===== src/common/sdpl_defines.svh =====
// sdpl_defines.svh - abort codes, command bytes, object indices and limits
`ifndef SDPL_DEFINES_SVH
`define SDPL_DEFINES_SVH

`define AB_TOGGLE    32'h05030000
`define AB_CMD       32'h05040001
`define AB_CPLT      32'h06010000
`define AB_RO        32'h06010002
`define AB_NOOBJ     32'h06020000
`define AB_NOMAP     32'h06040041
`define AB_MAPLEN    32'h06040042
`define AB_LONG      32'h06070012
`define AB_SHORT     32'h06070013
`define AB_NOSUB     32'h06090011
`define AB_HIGH      32'h06090031
`define AB_LOW       32'h06090032
`define AB_GEN       32'h08000000
`define AB_STATE     32'h08000022
`define AB_NONE      32'h00000000

`define CMD_DL_MASK  8'hf3
`define CMD_DL       8'h23
`define CMD_UL       8'h40
`define CMD_SEG_MASK 8'hef
`define CMD_SEG      8'h60
`define CMD_ABORT    8'h80
`define CMD_DL_OK    8'h60
`define CMD_UL_EXP   8'h43
`define CMD_UL_SEG   8'h41
`define CCS_DL       3'h1
`define CCS_UL       3'h2
`define CPLT_BIT     4
`define TOG_BIT      4

`define MAX_EXP      5'h04
`define SEG_BYTES    5'h07
`define STR_LEN      5'h11
`define PDO_MAX_BITS 9'h040
`define BYTE_ROUND   8'h07
`define NMT_OPER     2'h2
`define MAP_SUBS     8'h08
`define MAP_DEPTH    16

`define IX_DEVTYPE   16'h1000
`define IX_ERRF      16'h1003
`define IX_SWVER     16'h100a
`define IX_RXCOM     12'h140
`define IX_RXMAP     12'h160
`define IX_TXCOM     12'h180
`define IX_TXMAP     12'h1a0
`define IX_PDO_LO    16'h1400
`define IX_PDO_HI    16'h1a07
`define IX_CTRL      16'h6040
`define IX_STAT      16'h6041
`define IX_MODE      16'h6060
`define IX_TPOS      16'h607a
`define MODE_MIN     8'h01
`define MODE_MAX     8'h0a

`endif


===== src/common/sdpl_pkg.sv =====
// sdpl_pkg.sv - frame, object descriptor, state and process-data types
package sdpl_pkg;
	// 64-bit image is the 8-byte frame, byte 0 in bits 7:0
	typedef struct packed {
		logic [31:0] data;
		logic [7:0]  sub;
		logic [15:0] idx;
		logic [7:0]  cmd;
	} sdpl_frame_t;

	typedef struct packed {
		logic       exist;
		logic       sub_ok;
		logic       ro;
		logic [4:0] size;
		logic       mappable;
		logic       has_max;
		logic [7:0] max;
		logic       has_min;
		logic [7:0] min;
	} sdpl_obj_t;

	typedef enum logic [1:0] {
		ST_IDLE  = 2'h0,
		ST_LOOK  = 2'h1,
		ST_CHECK = 2'h3
	} sdpl_state_t;

	typedef struct packed {
		logic       tx;
		logic [2:0] num;
		logic [3:0] len;
	} sdpl_pdo_t;
endpackage


===== src/design/sdpl_od_lookup.sv =====
// sdpl_od_lookup.sv - object dictionary descriptor table
`timescale 1ns/1ns
`default_nettype none
`include "sdpl_defines.svh"

module sdpl_od_lookup (
	input  wire logic [15:0]        i_idx,
	input  wire logic [7:0]         i_sub,
	output sdpl_pkg::sdpl_obj_t     o_obj
);
	wire com = (i_idx[15:4] == `IX_RXCOM || i_idx[15:4] == `IX_TXCOM) && !i_idx[3];
	wire map = (i_idx[15:4] == `IX_RXMAP || i_idx[15:4] == `IX_TXMAP) && !i_idx[3];
	wire s0  = i_sub == 8'h00;

	always_comb begin
		o_obj = '0;
		o_obj.exist = 1'b1;
		o_obj.sub_ok = s0;
		if (i_idx == `IX_DEVTYPE) begin
			o_obj.ro = 1'b1;
			o_obj.size = 5'h04;
		end else if (i_idx == `IX_ERRF) begin
			o_obj.sub_ok = i_sub <= 8'h01;
			o_obj.ro = !s0;
			o_obj.size = s0 ? 5'h01 : 5'h04;
			o_obj.has_max = s0;
		end else if (i_idx == `IX_SWVER) begin
			o_obj.ro = 1'b1;
			o_obj.size = `STR_LEN;
		end else if (com) begin
			o_obj.sub_ok = i_sub <= 8'h02;
			o_obj.ro = s0;
			o_obj.size = (i_sub == 8'h01) ? 5'h04 : 5'h01;
		end else if (map) begin
			o_obj.sub_ok = i_sub <= `MAP_SUBS;
			o_obj.size = s0 ? 5'h01 : 5'h04;
			o_obj.has_max = s0;
			o_obj.max = `MAP_SUBS;
		end else if (i_idx == `IX_CTRL || i_idx == `IX_STAT) begin
			o_obj.ro = i_idx == `IX_STAT;
			o_obj.size = 5'h02;
			o_obj.mappable = 1'b1;
		end else if (i_idx == `IX_MODE) begin
			o_obj.size = 5'h01;
			o_obj.mappable = 1'b1;
			o_obj.has_max = 1'b1;
			o_obj.max = `MODE_MAX;
			o_obj.has_min = 1'b1;
			o_obj.min = `MODE_MIN;
		end else if (i_idx == `IX_TPOS) begin
			o_obj.size = 5'h04;
			o_obj.mappable = 1'b1;
		end else begin
			o_obj.exist = 1'b0;
			o_obj.sub_ok = 1'b0;
		end
	end
endmodule // sdpl_od_lookup

`default_nettype wire


===== src/design/sdpl_map_mem.sv =====
// sdpl_map_mem.sv - mapped bit totals per mapping, two registered read ports
`timescale 1ns/1ns
`default_nettype none
`include "sdpl_defines.svh"

module sdpl_map_mem (
	input  wire logic       i_clk,
	input  wire logic       i_sys_rst,
	input  wire logic       i_we,
	input  wire logic [3:0] i_waddr,
	input  wire logic [6:0] i_wdata,
	input  wire logic [3:0] i_raddr_a,
	input  wire logic [3:0] i_raddr_b,
	output logic      [6:0] o_rdata_a,
	output logic      [6:0] o_rdata_b
);
	logic [6:0] mem_q [`MAP_DEPTH];

	// reset empties every mapping so no stale length survives a restart
	always_ff @(posedge i_clk) begin
		if (i_sys_rst) begin
			for (int i = 0; i < `MAP_DEPTH; i++) mem_q[i] <= 7'h00;
		end else if (i_we) begin
			mem_q[i_waddr] <= i_wdata;
		end
	end

	always_ff @(posedge i_clk) begin
		o_rdata_a <= mem_q[i_raddr_a];
		o_rdata_b <= mem_q[i_raddr_b];
	end
endmodule // sdpl_map_mem

`default_nettype wire


===== src/design/sdpl_sdo_check.sv =====
// sdpl_sdo_check.sv - service data request checker and process data admission
//
// Overview of operation
// (RQ1) failed request answers abort with error number
// (RQ2) unchanged segment toggle aborts 05030000
// (RQ3) unknown command byte aborts 05040001
// (RQ4) complete access request aborts 06010000
// (RQ5) write to read-only object aborts 06010002
// (RQ6) unknown index aborts 06020000
// (RQ7) mapping unmappable object aborts 06040041
// (RQ8) mapping beyond eight bytes aborts 06040042
// (RQ9) write length above object size aborts 06070012
// (RQ10) write length below object size aborts 06070013
// (RQ11) unknown subindex aborts 06090011
// (RQ12) value above upper limit aborts 06090031
// (RQ13) error count accepts only zero
// (RQ14) value below lower limit aborts 06090032
// (RQ15) uncategorised failure aborts 08000000
// (RQ16) pdo parameter writes while operational abort 08000022
// (RQ17) process data only while operational
// (RQ18) master configures pdos in pre-operational
// (RQ19) eight mappings, at most 64 bits
// (RQ20) pdo length follows mapped size
// (RQ21) pdo frame carries payload only
// (RQ22) abort ends transfer, restart from initiation
// (RQ23) segment toggle starts at zero each transfer
// (RQ24) write command byte encodes data length
// (RQ25) abort echoes index, subindex, code little-endian
// (RQ26) one code, fixed check priority order
`timescale 1ns/1ns
`default_nettype none
`include "sdpl_defines.svh"

module sdpl_sdo_check (
	input  wire logic                  i_clk,
	input  wire logic                  i_sys_rst,
	input  wire logic                  i_req_valid,
	input  wire sdpl_pkg::sdpl_frame_t i_req,
	input  wire logic [1:0]            i_nmt_state,
	input  wire logic [31:0]           i_rd_data,
	input  wire logic [55:0]           i_seg_data,
	input  wire logic                  i_pdo_valid,
	input  wire sdpl_pkg::sdpl_pdo_t   i_pdo,
	output logic                       o_busy,
	output logic                       o_rsp_valid,
	output sdpl_pkg::sdpl_frame_t      o_rsp,
	output logic [15:0]                o_od_idx,
	output logic [7:0]                 o_od_sub,
	output logic [4:0]                 o_seg_off,
	output logic                       o_wr_stb,
	output logic [31:0]                o_wr_data,
	output logic                       o_pdo_ok,
	output logic                       o_pdo_rej,
	output logic [3:0]                 o_pdo_bytes
);
	sdpl_pkg::sdpl_state_t st_q;
	sdpl_pkg::sdpl_state_t st_d;
	sdpl_pkg::sdpl_frame_t req_q;
	sdpl_pkg::sdpl_frame_t rsp_d;
	sdpl_pkg::sdpl_obj_t   la;
	sdpl_pkg::sdpl_obj_t   lb;
	sdpl_pkg::sdpl_pdo_t   pdo_q;
	logic        seg_act_q;
	logic        tog_q;
	logic [4:0]  rem_q;
	logic        pv_q;
	logic [6:0]  map_a;
	logic [6:0]  map_b;
	logic [31:0] code_d;

	// request decode
	wire [7:0]  cmd      = req_q.cmd;
	wire [31:0] val      = req_q.data;
	wire        is_dl    = (cmd & `CMD_DL_MASK) == `CMD_DL;
	wire        is_ul    = cmd == `CMD_UL;
	wire        is_seg   = (cmd & `CMD_SEG_MASK) == `CMD_SEG;
	wire        is_abt   = cmd == `CMD_ABORT;
	wire        is_cplt  = cmd[`CPLT_BIT] && (cmd[7:5] == `CCS_DL || cmd[7:5] == `CCS_UL);
	wire        cmd_known = is_dl || is_ul || is_seg || is_abt || is_cplt;
	wire        tog_bit  = cmd[`TOG_BIT];
	wire [4:0]  dl_len   = `MAX_EXP - 5'(cmd[3:2]); // [RQ24]
	wire        st_chk   = st_q == sdpl_pkg::ST_CHECK;
	wire        oper     = i_nmt_state == `NMT_OPER;

	// mapping entries and parameter range
	wire is_map  = (req_q.idx[15:4] == `IX_RXMAP || req_q.idx[15:4] == `IX_TXMAP);
	wire map_ent = is_map && req_q.sub != 8'h00;
	wire [3:0] map_wa = {req_q.idx[11], req_q.idx[2:0]};
	wire [8:0] map_sum = 9'(map_a) + 9'(val[7:0]);
	wire tgt_ok  = lb.exist && lb.sub_ok && lb.mappable;
	wire pdo_par = req_q.idx >= `IX_PDO_LO && req_q.idx <= `IX_PDO_HI;
	wire too_hi  = la.has_max && val > {24'h0, la.max};
	wire too_lo  = la.has_min && val < {24'h0, la.min};
	wire long_ul = la.size > `MAX_EXP;

	// segment bookkeeping
	wire       seg_last = rem_q <= `SEG_BYTES;
	wire [4:0] seg_n    = seg_last ? (`SEG_BYTES - rem_q) : 5'h00;
	wire [7:0] seg_cmd  = {3'h0, tog_q, seg_n[2:0], seg_last};
	wire [4:0] ul_gap   = `MAX_EXP - la.size;
	wire [7:0] ul_cmd   = `CMD_UL_EXP | {4'h0, ul_gap[1:0], 2'h0};

	// first failing check wins, command first and state last
	assign code_d =
		!cmd_known                      ? `AB_CMD :    // [RQ3] [RQ26]
		is_cplt                         ? `AB_CPLT :   // [RQ4]
		is_seg ? (!seg_act_q            ? `AB_GEN :    // [RQ15]
		          tog_bit != tog_q      ? `AB_TOGGLE : // [RQ2]
		                                  `AB_NONE) :
		is_abt                          ? `AB_NONE :
		!la.exist                       ? `AB_NOOBJ :  // [RQ6]
		!la.sub_ok                      ? `AB_NOSUB :  // [RQ11]
		is_dl && la.ro                  ? `AB_RO :     // [RQ5]
		is_dl && dl_len > la.size       ? `AB_LONG :   // [RQ9]
		is_dl && dl_len < la.size       ? `AB_SHORT :  // [RQ10]
		is_dl && map_ent && !tgt_ok     ? `AB_NOMAP :  // [RQ7]
		is_dl && map_ent && map_sum > `PDO_MAX_BITS ? `AB_MAPLEN : // [RQ8] [RQ19]
		is_dl && too_hi                 ? `AB_HIGH :   // [RQ12] [RQ13]
		is_dl && too_lo                 ? `AB_LOW :    // [RQ14]
		is_dl && pdo_par && oper        ? `AB_STATE :  // [RQ16]
		                                  `AB_NONE;

	wire fail   = code_d != `AB_NONE;
	wire wr_ok  = st_chk && is_dl && !fail;
	wire map_we = wr_ok && is_map && (map_ent || val == 32'h0);

	// answer frame; abort echoes index and subindex, code in bytes 4..7
	assign rsp_d =
		fail   ? {code_d, req_q.sub, req_q.idx, `CMD_ABORT} :                // [RQ1] [RQ25]
		is_seg ? sdpl_pkg::sdpl_frame_t'({i_seg_data, seg_cmd}) :
		is_dl  ? {32'h0, req_q.sub, req_q.idx, `CMD_DL_OK} :
		long_ul ? {27'h0, la.size, req_q.sub, req_q.idx, `CMD_UL_SEG} :
		          {i_rd_data, req_q.sub, req_q.idx, ul_cmd};

	always_comb begin
		st_d = st_q;
		case (st_q)
			sdpl_pkg::ST_IDLE: begin
				if (i_req_valid) st_d = sdpl_pkg::ST_LOOK;
			end
			sdpl_pkg::ST_LOOK: st_d = sdpl_pkg::ST_CHECK;
			sdpl_pkg::ST_CHECK: st_d = sdpl_pkg::ST_IDLE;
			default: st_d = sdpl_pkg::ST_IDLE;
		endcase
	end

	sdpl_od_lookup u_req_obj (
		.i_idx (req_q.idx),
		.i_sub (req_q.sub),
		.o_obj (la)
	);

	// second lookup judges the object named inside a mapping entry
	sdpl_od_lookup u_map_obj (
		.i_idx (val[31:16]),
		.i_sub (val[15:8]),
		.o_obj (lb)
	);

	sdpl_map_mem u_map (
		.i_clk     (i_clk),
		.i_sys_rst (i_sys_rst),
		.i_we      (map_we),
		.i_waddr   (map_wa),
		.i_wdata   (map_ent ? map_sum[6:0] : 7'h00),
		.i_raddr_a (map_wa),
		.i_raddr_b ({i_pdo.tx, i_pdo.num}),
		.o_rdata_a (map_a),
		.o_rdata_b (map_b)
	);

	always_ff @(posedge i_clk) begin
		if (i_sys_rst) begin
			st_q <= sdpl_pkg::ST_IDLE;
			req_q <= '0;
			o_busy <= 1'b0;
		end else begin
			st_q <= st_d;
			o_busy <= st_d != sdpl_pkg::ST_IDLE;
			if (st_q == sdpl_pkg::ST_IDLE && i_req_valid) req_q <= i_req;
		end
	end

	// object pointer holds across segments of one upload
	always_ff @(posedge i_clk) begin
		if (i_sys_rst) begin
			o_od_idx <= 16'h0;
			o_od_sub <= 8'h0;
		end else if (st_q == sdpl_pkg::ST_IDLE && i_req_valid &&
			     (i_req.cmd & `CMD_SEG_MASK) != `CMD_SEG) begin
			o_od_idx <= i_req.idx;
			o_od_sub <= i_req.sub;
		end
	end

	always_ff @(posedge i_clk) begin
		if (i_sys_rst) begin
			o_rsp_valid <= 1'b0;
			o_rsp <= '0;
			o_wr_stb <= 1'b0;
			o_wr_data <= 32'h0;
		end else begin
			// a received abort is never answered
			o_rsp_valid <= st_chk && !(is_abt && !fail); // [RQ22]
			if (st_chk) o_rsp <= rsp_d;
			o_wr_stb <= wr_ok; // [RQ5]
			if (wr_ok) o_wr_data <= val;
		end
	end

	// segmented upload tracking
	always_ff @(posedge i_clk) begin
		if (i_sys_rst) begin
			seg_act_q <= 1'b0;
			tog_q <= 1'b0;
			rem_q <= 5'h0;
			o_seg_off <= 5'h0;
		end else if (st_chk) begin
			if (is_abt || fail) begin
				seg_act_q <= 1'b0; // [RQ22]
				tog_q <= 1'b0;     // [RQ23]
			end else if (is_seg) begin
				tog_q <= ~tog_q;
				seg_act_q <= !seg_last;
				rem_q <= seg_last ? 5'h0 : rem_q - `SEG_BYTES;
				o_seg_off <= o_seg_off + `SEG_BYTES;
			end else begin
				seg_act_q <= is_ul && long_ul;
				tog_q <= 1'b0; // [RQ23]
				rem_q <= la.size;
				o_seg_off <= 5'h0;
			end
		end
	end

	// process data admission: length comes from the stored mapping only
	wire [7:0] pdo_rnd = 8'(map_b) + `BYTE_ROUND;
	wire [3:0] pbytes  = pdo_rnd[6:3]; // [RQ20] [RQ21]
	wire pdo_go = pv_q && oper && pbytes != 4'h0 &&
		      (pdo_q.tx || pdo_q.len == pbytes); // [RQ17] [RQ20]

	always_ff @(posedge i_clk) begin
		if (i_sys_rst) begin
			pv_q <= 1'b0;
			pdo_q <= '0;
			o_pdo_ok <= 1'b0;
			o_pdo_rej <= 1'b0;
			o_pdo_bytes <= 4'h0;
		end else begin
			pv_q <= i_pdo_valid;
			pdo_q <= i_pdo;
			o_pdo_ok <= pdo_go;
			o_pdo_rej <= pv_q && !pdo_go;
			if (pv_q) o_pdo_bytes <= pbytes;
		end
	end

	// length and rights already passed, so only mapping, value range and state are left to judge
	wire fit_ok = st_chk && is_dl && la.exist && la.sub_ok && !la.ro && dl_len == la.size;
endmodule // sdpl_sdo_check

`default_nettype wire


===== config.mk =====
export PLATFORM = sky130hd
export DESIGN_NAME = sdpl_sdo_check
export DESIGN_NICKNAME = d
export VERILOG_FILES = /design/src/common/sdpl_pkg.sv /design/src/design/sdpl_od_lookup.sv /design/src/design/sdpl_map_mem.sv /design/src/design/sdpl_sdo_check.sv
export VERILOG_INCLUDE_DIRS = /design/src /design/src/common
export SDC_FILE = /design/constraint.sdc
export NUM_CORES = 1
export LEC_CHECK = 0
export BUFFER_PORTS_ARGS = -buffer_cell sky130_fd_sc_hd__buf_2
export CAP_MARGIN = 5
export CORE_MARGIN = 1
export CORE_UTILIZATION = 25
export CTS_BUF_LIST = sky130_fd_sc_hd__clkbuf_16
export DETAILED_ROUTE_END_ITERATION = 8
export GPL_TIMING_DRIVEN = 0
export SLEW_MARGIN = 20
export SYNTH_ARGS = -nofsm -noshare
export SYNTH_HDL_FRONTEND = slang
export SYNTH_SLANG_ARGS = --single-unit

===== constraint.sdc =====
create_clock -name i_clk -period 14.4 [get_ports i_clk]
set_input_delay 3.6 -clock i_clk [delete_from_list [all_inputs] [get_ports i_clk]]
set_output_delay 3.6 -clock i_clk [all_outputs]
set_load 0.1 [all_outputs]

* Word level (Yosys, flattened, before mapping)
Memories as Yosys holds them, arrays and structs flattened. A register that Yosys moved wholly into a read port is not among the register bits.
Index checks and enable logic that the tools add are counted.
** Cells by class
- Add/sub/neg operators :: 7
- Multiply operators :: 0
- Divide/modulo/power cells :: 0
- Magnitude comparators :: 15
- Equality and inequality tests :: 36
- Shifts and indexed selects :: 0
- Muxes and demuxes :: 111
- Bitwise operators :: 2
- Reduce and logical (&&, ||, !) cells :: 67
** Operators by type and width (count)
- 28-bit 2-to-1 mux :: 15
- 64-bit 2-to-1 mux :: 4
- 16-bit by 15-bit equality test with 1-bit output, second input constant :: 8
- 12-bit by 9-bit equality test with 1-bit output, second input constant :: 8
- 16-bit by 13-bit equality test with 1-bit output, second input constant :: 6
- 19-bit 2-to-1 mux :: 5
- 18-bit 2-to-1 mux :: 5
- 6-bit 2-to-1 mux :: 12
- 7-bit 2-to-1 mux :: 6
- 9-bit 2-to-1 mux :: 4
- 1-bit logical AND :: 34
- 17-bit 2-to-1 mux :: 2
- 32-bit by 8-bit greater-than comparator with 1-bit output :: 1
- 32-bit logical NOT :: 1
- 32-bit by 8-bit < comparator with 1-bit output :: 1
- 2-bit 2-to-1 mux :: 16
- 32-bit nonzero test :: 1
- 1-bit 2-to-1 mux :: 27
- 27-bit 2-to-1 mux :: 1
- 5-bit 2-to-1 mux :: 5
- 8-bit by 1-bit equality test with 1-bit output, second input constant :: 2
- 16-bit by 13-bit >= comparator with 1-bit output, second input constant :: 1
- 16-bit by 13-bit <= comparator with 1-bit output, second input constant :: 1
- 8-bit by 1-bit <= comparator with 1-bit output, second input constant :: 2
- 38 further kinds :: 70
** Word-level totals
- Bits in registers :: 213
- Bits in latches :: 0
- RAM bits :: 112
- Bits in read-only memories :: 0
- Bits of input ports :: 166
- Output and inout port bits :: 134
- Word-level logic and storage cells :: 264
- Memories kept :: 1
** Memories
- u_map.mem_q :: words 16, width 7, read ports 2, clocked after Yosys merged registers in 2, wr ports 16, line sdpl_map_mem.sv:17 : logic [6:0] mem_q [`MAP_DEPTH];

* Depth between registers and ports, before layout
Gate-level depths: netlist (run 1).
- Word-level depth :: 40
- Depth in mapped cells :: 19
- Gate-level depth less buffers :: 15

* Modules after synthesis
From an unflattened synthesis (run 1), not the netlist that was laid out.
** Unflattened totals
- Cell total of the unflattened synthesis :: 1793
- Area total of the unflattened synthesis :: 17449.2 sq um
** Modules (own cells, without submodules)
- sdpl_sdo_check :: instances 1, cells each 1227, area each 10131.0 sq um, seq. area each 4264.1 sq um
- sdpl_map_mem :: instances 1, cells each 408, area each 6279.8 sq um, seq. area each 3643.5 sq um
- sdpl_od_lookup :: instances 2, cells each 79, area each 519.2 sq um, seq. area each 0.0 sq um

* Worst setup path after synthesis (run 1)
Ideal clock, no wire load.
- Path type :: input to register
- Start point :: input port i_pdo[4] (netlist name)
- End point :: register u_map.o_rdata_b[0] (read register of u_map.mem_q)
- Setup time :: 0.134 ns
- Data arrival time :: 5.646 ns
- Data required time :: 14.266 ns
- Slack :: 8.619 ns
- Stages on the path :: 4
- Buffers on the path :: 2
- Cells stage by stage :: clkbuf_1 buf_1 mux4_2 mux4_2
** RTL lines
- start: declaration :: line sdpl_sdo_check.sv:43 : input wire sdpl_pkg::sdpl_pdo_t i_pdo,
- end: declaration :: line sdpl_map_mem.sv:15 : output logic [6:0] o_rdata_b

==> results of run 1 <==
critical path, delay by kind of cell (launching register included):
family / cells / cell delay (ns)
AOI/OAI and AO/OA: 6 / 2.75
and+or+nand+nor: 7 / 2.38
adders and majority gates: 1 / 0.40
DFF: 1 / 0.30
buffers and inverters: 1 / 0.24
cell usage in the layout, fill, tap and decap left out, types with 5 or more instances in the layout:
cell type | netlist | final
nor4bb_1 | 6 | 6
mux2i_1 | 85 | 85
inv_1 | 16 | 27
xnor2_1 | 5 | 5
nor4_1 | 15 | 15
a31oi_1 | 10 | 10
edfxtp_1 | 112 | 112
o21ai_0 | 75 | 59
nand3b_1 | 7 | 7
clkbuf_16 | 0 | 38
nand3_1 | 44 | 44
a21oi_1 | 105 | 105
a22o_1 | 6 | 6
nor3b_1 | 6 | 6
nor2_1 | 211 | 211
and3_1 | 10 | 10
or4_1 | 11 | 11
or3_1 | 5 | 5
buf_2 | 4 | 299
buf_1 | 26 | 24
nor2b_1 | 18 | 18
ha_1 | 16 | 16
mux4_2 | 70 | 70
a211oi_1 | 32 | 32
dfxtp_1 | 227 | 227
nand2_1 | 212 | 212
clkinv_2 | 0 | 6
o21ai_1 | 0 | 16
clkinv_1 | 0 | 8
nand4_1 | 11 | 11
xor2_1 | 8 | 8
a21o_1 | 10 | 10
buf_4 | 3 | 18
nor3_1 | 52 | 51
nand2b_1 | 5 | 5
clkbuf_1 | 82 | 82
and2_1 | 10 | 10
a22oi_1 | 22 | 22
sequential cells by signal, indices dropped and copies added, names as in the netlist, 2 cells and up:
register,flops
cmd,8
map_wa,4
o_od_idx,16
o_od_sub,8
o_pdo_bytes,4
o_rsp,64
o_seg_off,5
o_wr_data,32
pdo_q,5
rem_q,5
req_q,20
st_q,2
u_map.mem_q,112
u_map.o_rdata_a,7
u_map.o_rdata_b,7
val,32
logic make-up (layout without fill, tap and decap cells):
family | Yosys count | after routing | share of synthesized area, %
flip-flops | 339 | 339 | 49.2
buffers and inverters | 132 | 511 | 3.23
multiplexers | 155 | 155 | 15.1
AND/OR/NAND/NOR | 641 | 641 | 18.3
AO/OA/AOI/OAI | 310 | 310 | 12.1
other | 0 | 4 | 0
XOR/XNOR | 13 | 13 | 0.708
adder cells (fa/ha/maj) | 17 | 17 | 1.37
power by group through the flow:
stage / clock (uW) / combinational (uW) / sequential [uW]
6_report: 937 / 407 / 1060
2_1_floorplan: 0 / 194 / 1160
4_1_cts: 954 / 405 / 1060
3_5_place_dp: 0 / 404 / 1080
3_3_place_gp: 0 / 396 / 1080
5_1_grt: 994 / 432 / 1070
final timing paths:
| path | from | to | slack, ns | cells after the start |
|---|---|---|---|---|
| worst min-delay path | o_rsp[43] | o_rsp[43] | 0.45 | 2 |
| worst min register to register | o_rsp[43] | o_rsp[43] | 0.45 | 2 |
| worst max-delay path | req_q[12] | u_map.mem_q[5][5] | 7.91 | 15 |
| worst max register to register | req_q[12] | u_map.mem_q[5][5] | 7.91 | 15 |
synthesized netlist by cell type, drive strengths merged (18+ instances only):
| library cell | instances |
|---|---|
| nor3 | 52 |
| nor2b | 18 |
| mux4 | 70 |
| edfxtp | 112 |
| a211oi | 32 |
| a22oi | 22 |
| nand2 | 212 |
| dfxtp | 227 |
| nor2 | 211 |
| clkbuf | 82 |
| buf | 34 |
| nand3 | 45 |
| o21ai | 75 |
| mux2i | 85 |
| a21oi | 107 |
stage by stage:
stage                     std cells  utilization (%)  total power, uW  hold slack [ns]
after floorplan                1607                -             1350            0.436
after global placement         2748             29.4             1480            0.431
after detailed placement       2763             29.6             1490            0.437
after CTS                      2832             31.5             2420            0.451
after global routing           2834             31.5             2500            0.469
final                          2836             31.5             2410            0.446
layer usage:
| metal | wire, um | vias up | GRT usage, % |
|---|---|---|---|
| li1 | - | 6582 | - |
| met1 | 22900 | 7125 | 20.5 |
| met2 | 30800 | 638 | 32.8 |
| met3 | 4060 | 166 | 4.02 |
| met4 | 3060 | 4 | 8.85 |
| met5 | 27 | - | 0 |
cell type report:
cell class                 count  share of cell area, %
clock inverter                31                   1.17
antenna                        4                 0.0502
buffer                       116                   2.32
sequential                   339                   39.7
tap                          846                   5.31
inverter                      16                  0.301
multi-input combinational   1136                   38.4
timing repair buffer         310                   7.97
clock buffer                  38                   4.77
==> impl_results.md, run 1 <==
- Status: finished clean
- Fin nets: ~2100
- Logic pwr share: approximately 17%
- 1st-iter DRT viols: ~1300
- Setup violators final: 0
- CTS resizes: 0
- Clk pin slew, worst setup/hold paths: roughly 0.060 ns
- Max-cap viol count: 0
- Maximum single-stage delay on the critical path: approximately 0.90 ns
- Post-layout min period: approximately 6.5 ns
- Fin. Hold Viols: 0
- Critical path's slowest cell: o21ai_1
- Clock buffer depth: 3
- Placed cell area: between 15000 and 20000 um^2
- Multi-input gate area: 7660 um^2
- DRC: 0
- # fillers: approximately 6600
- Worst skew pair latency: 0.59 ns
- Vias per inst: a little over 5
- Fin worst setup slack: approximately 7.9 ns
- Dpl ws: between 7 and 8 ns
- Net switching power: roughly 730 uW
- Crit-path max FO: 9
- Pint: roughly 1700 uW
- Clock Sinks: about 340
- Total CTS buffers: 38
- Share of cells above drive strength 1: a little under a quarter
- Critical path class: flop to flop
- Power Density: approximately 120 nW/um^2
- P&R area growth vs syn: 24.0%
- Buffers on Ports: slightly below 300
- Postcts setup bufs: 0
- Synth area leader: dfxtp_1
- RSZ-0062 raised after global routing: false
- Clock Power Share: between 30% and 40%
- Worst Skew: around 0.038 ns
- Worst-Margin Slew: ~1.2 ns
- Die Span X: approximately 260 um
- Cells after Synth: 1607
- Tcrit/Tclk final: 45.1%
- Leak: between 0.007 and 0.008 uW
- Antenna Violating Nets Remaining: 0
- Rows: 92
- Switching Share: between 30 and 40%
- Reg power frac: roughly 44%
- Arr. time, crit path: 6.67 ns
- Synthesized flop and latch total: about 340
- Synth warn: 0
- Drt first pass iters: 6
- CTS tree: yes
- Total gr overflow: 0
- Largest net degree at the start of global routing: 14
- Synth cell types: 75
- Predominant post-synthesis flop cell: dfxtp_1
- Top cell type's share of synthesized area: between 20% and 30%
- Post-Syn Area per Cell: 10.0 um^2
- Total GRT Usage: between 10% and 20%
- Most frequent cell on the critical path: nand2_1
- I/O pin total: 300
- Vias in the first global route: between 10000 and 15000
- CP Data Required Time: about 15 ns
- Avg WL per Cell: about 21 um
- Initial antenna violation count: 5
- Worst Setup End Kind: flop
- Clk root buf: clkbuf_16
- Initial core utilization: around a quarter
- First-pass GRT wire length: 90900 um
- Slew HR: 19.5%
- Full die area: around 65000 um^2
- Mapped cell area: around 16000 um^2
- Worst vdd ir: approximately 0.000062 V
- Gp weighted congestion: between 0.9 and 1
- FFs w/ async S/R, synth: 0%
- Syn nets: between 1500 and 2000
- Hold crit path type: flop to flop
- Top achievable clock speed: around 0.15 GHz
- Top cells by area, synth: dfxtp_1 28%, edfxtp_1 21%, mux4_2 9.8%
- Cts hold-fix bufs: 0
- Total wire length: between 60000 and 70000 um
- Worst setup SP type: flop
- Register area share after synthesis: around half
- Setup TNS: 0 ns
- Die height: 256 um
- H-Tree Depth: 2
- EDFF count, synth: 112
- Storage cell area: just under 8000 um^2
- CP Cell Sequence: clkbuf_1 -> nor4_2 -> nand3_1 -> o311ai_0 -> nor3_1 -> ha_1 -> nand2_1 -> o21ai_0 -> a31o_2 -> a21boi_0 -> nand3_2 -> o31a_1 -> nor2_1 -> nand2_1 -> o21ai_1
- Pins Over Slew Limit: 0
- Via count: between 10000 and 15000
- Design Area, Final: 19900 um^2
- Core area: around 63000 um^2
- Post-DP HPWL: roughly 47000 um
Power figures use the tool's default switching activity.
==> run 2: changes to the inputs <==
- clock period: 14.4 -> 6.18 ns (I/O delays scaled with it)
==> impl_results.md, run 2 (synthesis gave the netlist of run 1 again) <==
- Maximum single-stage delay on the critical path: 0.59 ns (was 0.90 ns)
- CP Data Required Time: 6.45 ns (was 14.58 ns)
- Core area: 63300 um^2 (unchanged)
- Die Span X: 256 um (unchanged)
- Total GRT Usage: 18.3% (about the same)
- Antenna Violating Nets Remaining: 0 (unchanged)
- 1st-iter DRT viols: 1256 (was 1286)
- Critical path's slowest cell: nor4_1 (was o21ai_1)
- Fin nets: 2140 (unchanged)
- Worst Setup End Kind: flop (unchanged)
- CP Cell Sequence: clkbuf_1 -> nor4_1 -> and4_1 -> nor2b_1 -> or2_2 -> a31oi_1 -> ha_1 -> and3_1 -> a31o_2 -> a21boi_0 -> nand3_2 -> o31a_1 -> nor2_2 -> nand2_1 -> o21ai_1 -> buf_4 (was clkbuf_1 -> nor4_2 -> nand3_1 -> o311ai_0 -> nor3_1 -> ha_1 -> nand2_1 -> o21ai_0 -> a31o_2 -> a21boi_0 -> nand3_2 -> o31a_1 -> nor2_1 -> nand2_1 -> o21ai_1)
- Buffers on Ports: 295 (unchanged)
- Pins Over Slew Limit: 0 (unchanged)
- Crit-path max FO: 10 (was 9)
- Gp weighted congestion: 0.943 (unchanged)
- P&R area growth vs syn: 24.2% (was 24.0%)
- Storage cell area: 7910 um^2 (unchanged)
- Reg2Reg Depth: 16 (was 15)
- Clk pin slew, worst setup/hold paths: 0.06 ns (about the same)
- Worst setup SP type: flop (unchanged)
- Final Hold Slack: 0.445 ns (was 0.446 ns)
- Multi-input gate area: 7690 um^2 (was 7660 um^2)
- Vias in the first global route: 14600 (about the same)
- Fin worst setup slack: 0.426 ns (was 7.91 ns)
- Worst-Margin Slew: 1.17 ns (was 1.20 ns)
- Worst skew pair latency: 0.59 ns (about the same)
- RR Startpoint: map_wa[1] (was req_q[12])
- Most flop-heavy register: u_map.mem_q (unchanged)
- Arr. time, crit path: 6.02 ns (was 6.67 ns)
- RSZ-0062 raised after global routing: false (unchanged)
- Post-layout min period: 5.75 ns (was 6.49 ns)
- Worst Skew: 0.0367 ns (was 0.0379 ns)
- Util after Layout: 31.5% (about the same)
- Total power: 5610 uW (was 2410 uW)
- Worst Hold End: o_rsp[43] (unchanged)
- Status: finished clean (unchanged)
- Clock buffer depth: 3 (unchanged)
- Hold crit path type: flop to flop (unchanged)
- Cells after DPL: 2763 (unchanged)
- Reg2reg end: u_map.mem_q[4][5] (was u_map.mem_q[5][5])
- Via count: 14400 (was 14500)
- Worst reg-to-reg setup slack: 0.43 ns (was 7.91 ns)
- # fillers: 6545 (was 6551)
- Initial core utilization: 25.4% (unchanged)
- Slew HR: 21.5% (was 19.5%)
- Hold Path Stages: 2 (unchanged)
- Full die area: 65300 um^2 (unchanged)
- Share of cells above drive strength 1: 23.3% (was 23.1%)
- CTS tree: yes (unchanged)
- I/O pin total: 300 (unchanged)
- Post-DP HPWL: 47100 um (unchanged)
- Most frequent cells in the layout: 299 x buf_2, 227 x dfxtp_1, 212 x nand2_1, 210 x nor2_1, 112 x edfxtp_1 (was 299 x buf_2, 227 x dfxtp_1, 212 x nand2_1, 211 x nor2_1, 112 x edfxtp_1)
- Clock Sinks: 339 (unchanged)
- Tcrit/Tclk final: 93.1% (was 45.1%)
- Dpl ws: -0.0780 ns (was 7.57 ns)
- Initial antenna violation count: 5 (unchanged)
- Vias per inst: 5.10 (was 5.12)
- Worst vdd ir: 0.000146 V (was 0.0000621 V)
- Clk root buf: clkbuf_16 (unchanged)
- Commonest non-fill, non-tap cell in the layout: buf_2 (unchanged)
- Total gr overflow: 0 (unchanged)
- Top flop regs: u_map.mem_q: 112 flops, o_rsp: 64 flops (unchanged)
- Leak: 0.00781 uW (was 0.00780 uW)
- Total wire length: 60800 um (about the same)
- Drt first pass iters: 5 (was 6)
- First-pass GRT wire length: 90900 um (about the same)
- Largest net degree at the start of global routing: 14 (unchanged)
- Avg WL per Cell: 21.4 um (about the same)
- Total CTS buffers: 38 (unchanged)
- DRC: 0 (unchanged)
- Fin cells: 2835 (was 2836)
- Setup violators final: 0 (unchanged)
- Max reg flops: 112 (unchanged)
- Critical path class: flop to flop (unchanged)
- Die height: 256 um (unchanged)
- Power Density: 281 nW/um^2 (was 121 nW/um^2)
- Rows: 92 (unchanged)
- Max-cap viol count: 0 (unchanged)
- Top achievable clock speed: 0.174 GHz (was 0.154 GHz)
- Fin. Hold Viols: 0 (unchanged)
- H-Tree Depth: 2 (unchanged)
- Hold Crit Start: o_rsp[43] (unchanged)
-- run 2: cell types whose count changed in the layout (fill, tap and decap cells not counted) --
cell	delta
o311ai_1	+1
o21ai_1	-3
nor2_1	-1
diode_2	-1
nor4_4	+2
nor4_2	-2
nor2_2	+1
o311ai_0	-1
o21ai_2	+3
-- run 2: how the worst max path moves through the flow --
stage	from	cells after the start	to	slack [ns]
after global routing	req_q[12]	16	u_map.mem_q[4][6]	0.11
after CTS	req_q[12]	16	u_map.mem_q[7][6]	0.10
final	map_wa[1]	16	u_map.mem_q[4][5]	0.43
after global placement	req_q[12]	15	u_map.mem_q[9][6]	-0.58
after floorplan	req_q[12]	15	u_map.mem_q[7][0]	1.37
after detailed placement	req_q[12]	15	u_map.mem_q[5][2]	-0.08
-- run 2: cell type report --
cell class / count / share of cell area (%)
buffer: 116 / 2.31
clock buffer: 38 / 4.76
tap: 846 / 5.30
antenna: 3 / 0.0376
multi-input combinational: 1136 / 38.5
inverter: 16 / 0.301
clock inverter: 31 / 1.17
timing repair buffer: 310 / 7.96
sequential: 339 / 39.6
-- run 2: timing repair --
item / in CTS / in global routing
setup buffers: 0 / 0
endpoints found under the hold margin: 0 / 0
hold buffers: 0 / 0
endpoints found under the setup margin: 63 / 172
pin swaps: 0 / 0
resized for setup: 2 / 5
-- run 2: metrics by stage --
step	area (um^2)	TNS, ns
5_1_grt	20000	0
3_3_place_gp	18600	-54.74
4_1_cts	19900	0
2_1_floorplan	16100	0
6_report	20000	0
3_5_place_dp	18700	-1.10
-- run 2: per-layer routing --
layer	share of wire, %	global-route usage [%]	vias to the layer above
li1	-	-	6587
met3	7.0	4.03	157
met1	37	20.5	7083
met5	0.044	0	-
met4	5.0	8.92	4
met2	51	32.7	615
-- run 2: report_power, final --
group          switching (uW)  internal, uW
clock network             969          1210
registers                78.5          2400
logic                     652           298
total                    1700          3910
-- run 2: critical path: cells and delay by family, from the launching register on --
kind                     cells  cell delay, ns
AO/OA/AOI/OAI                5            1.98
buffers and inverters        2            0.50
adder cells (fa/ha/maj)      1            0.24
AND/OR/NAND/NOR              8            2.37
flip-flops                   1            0.32
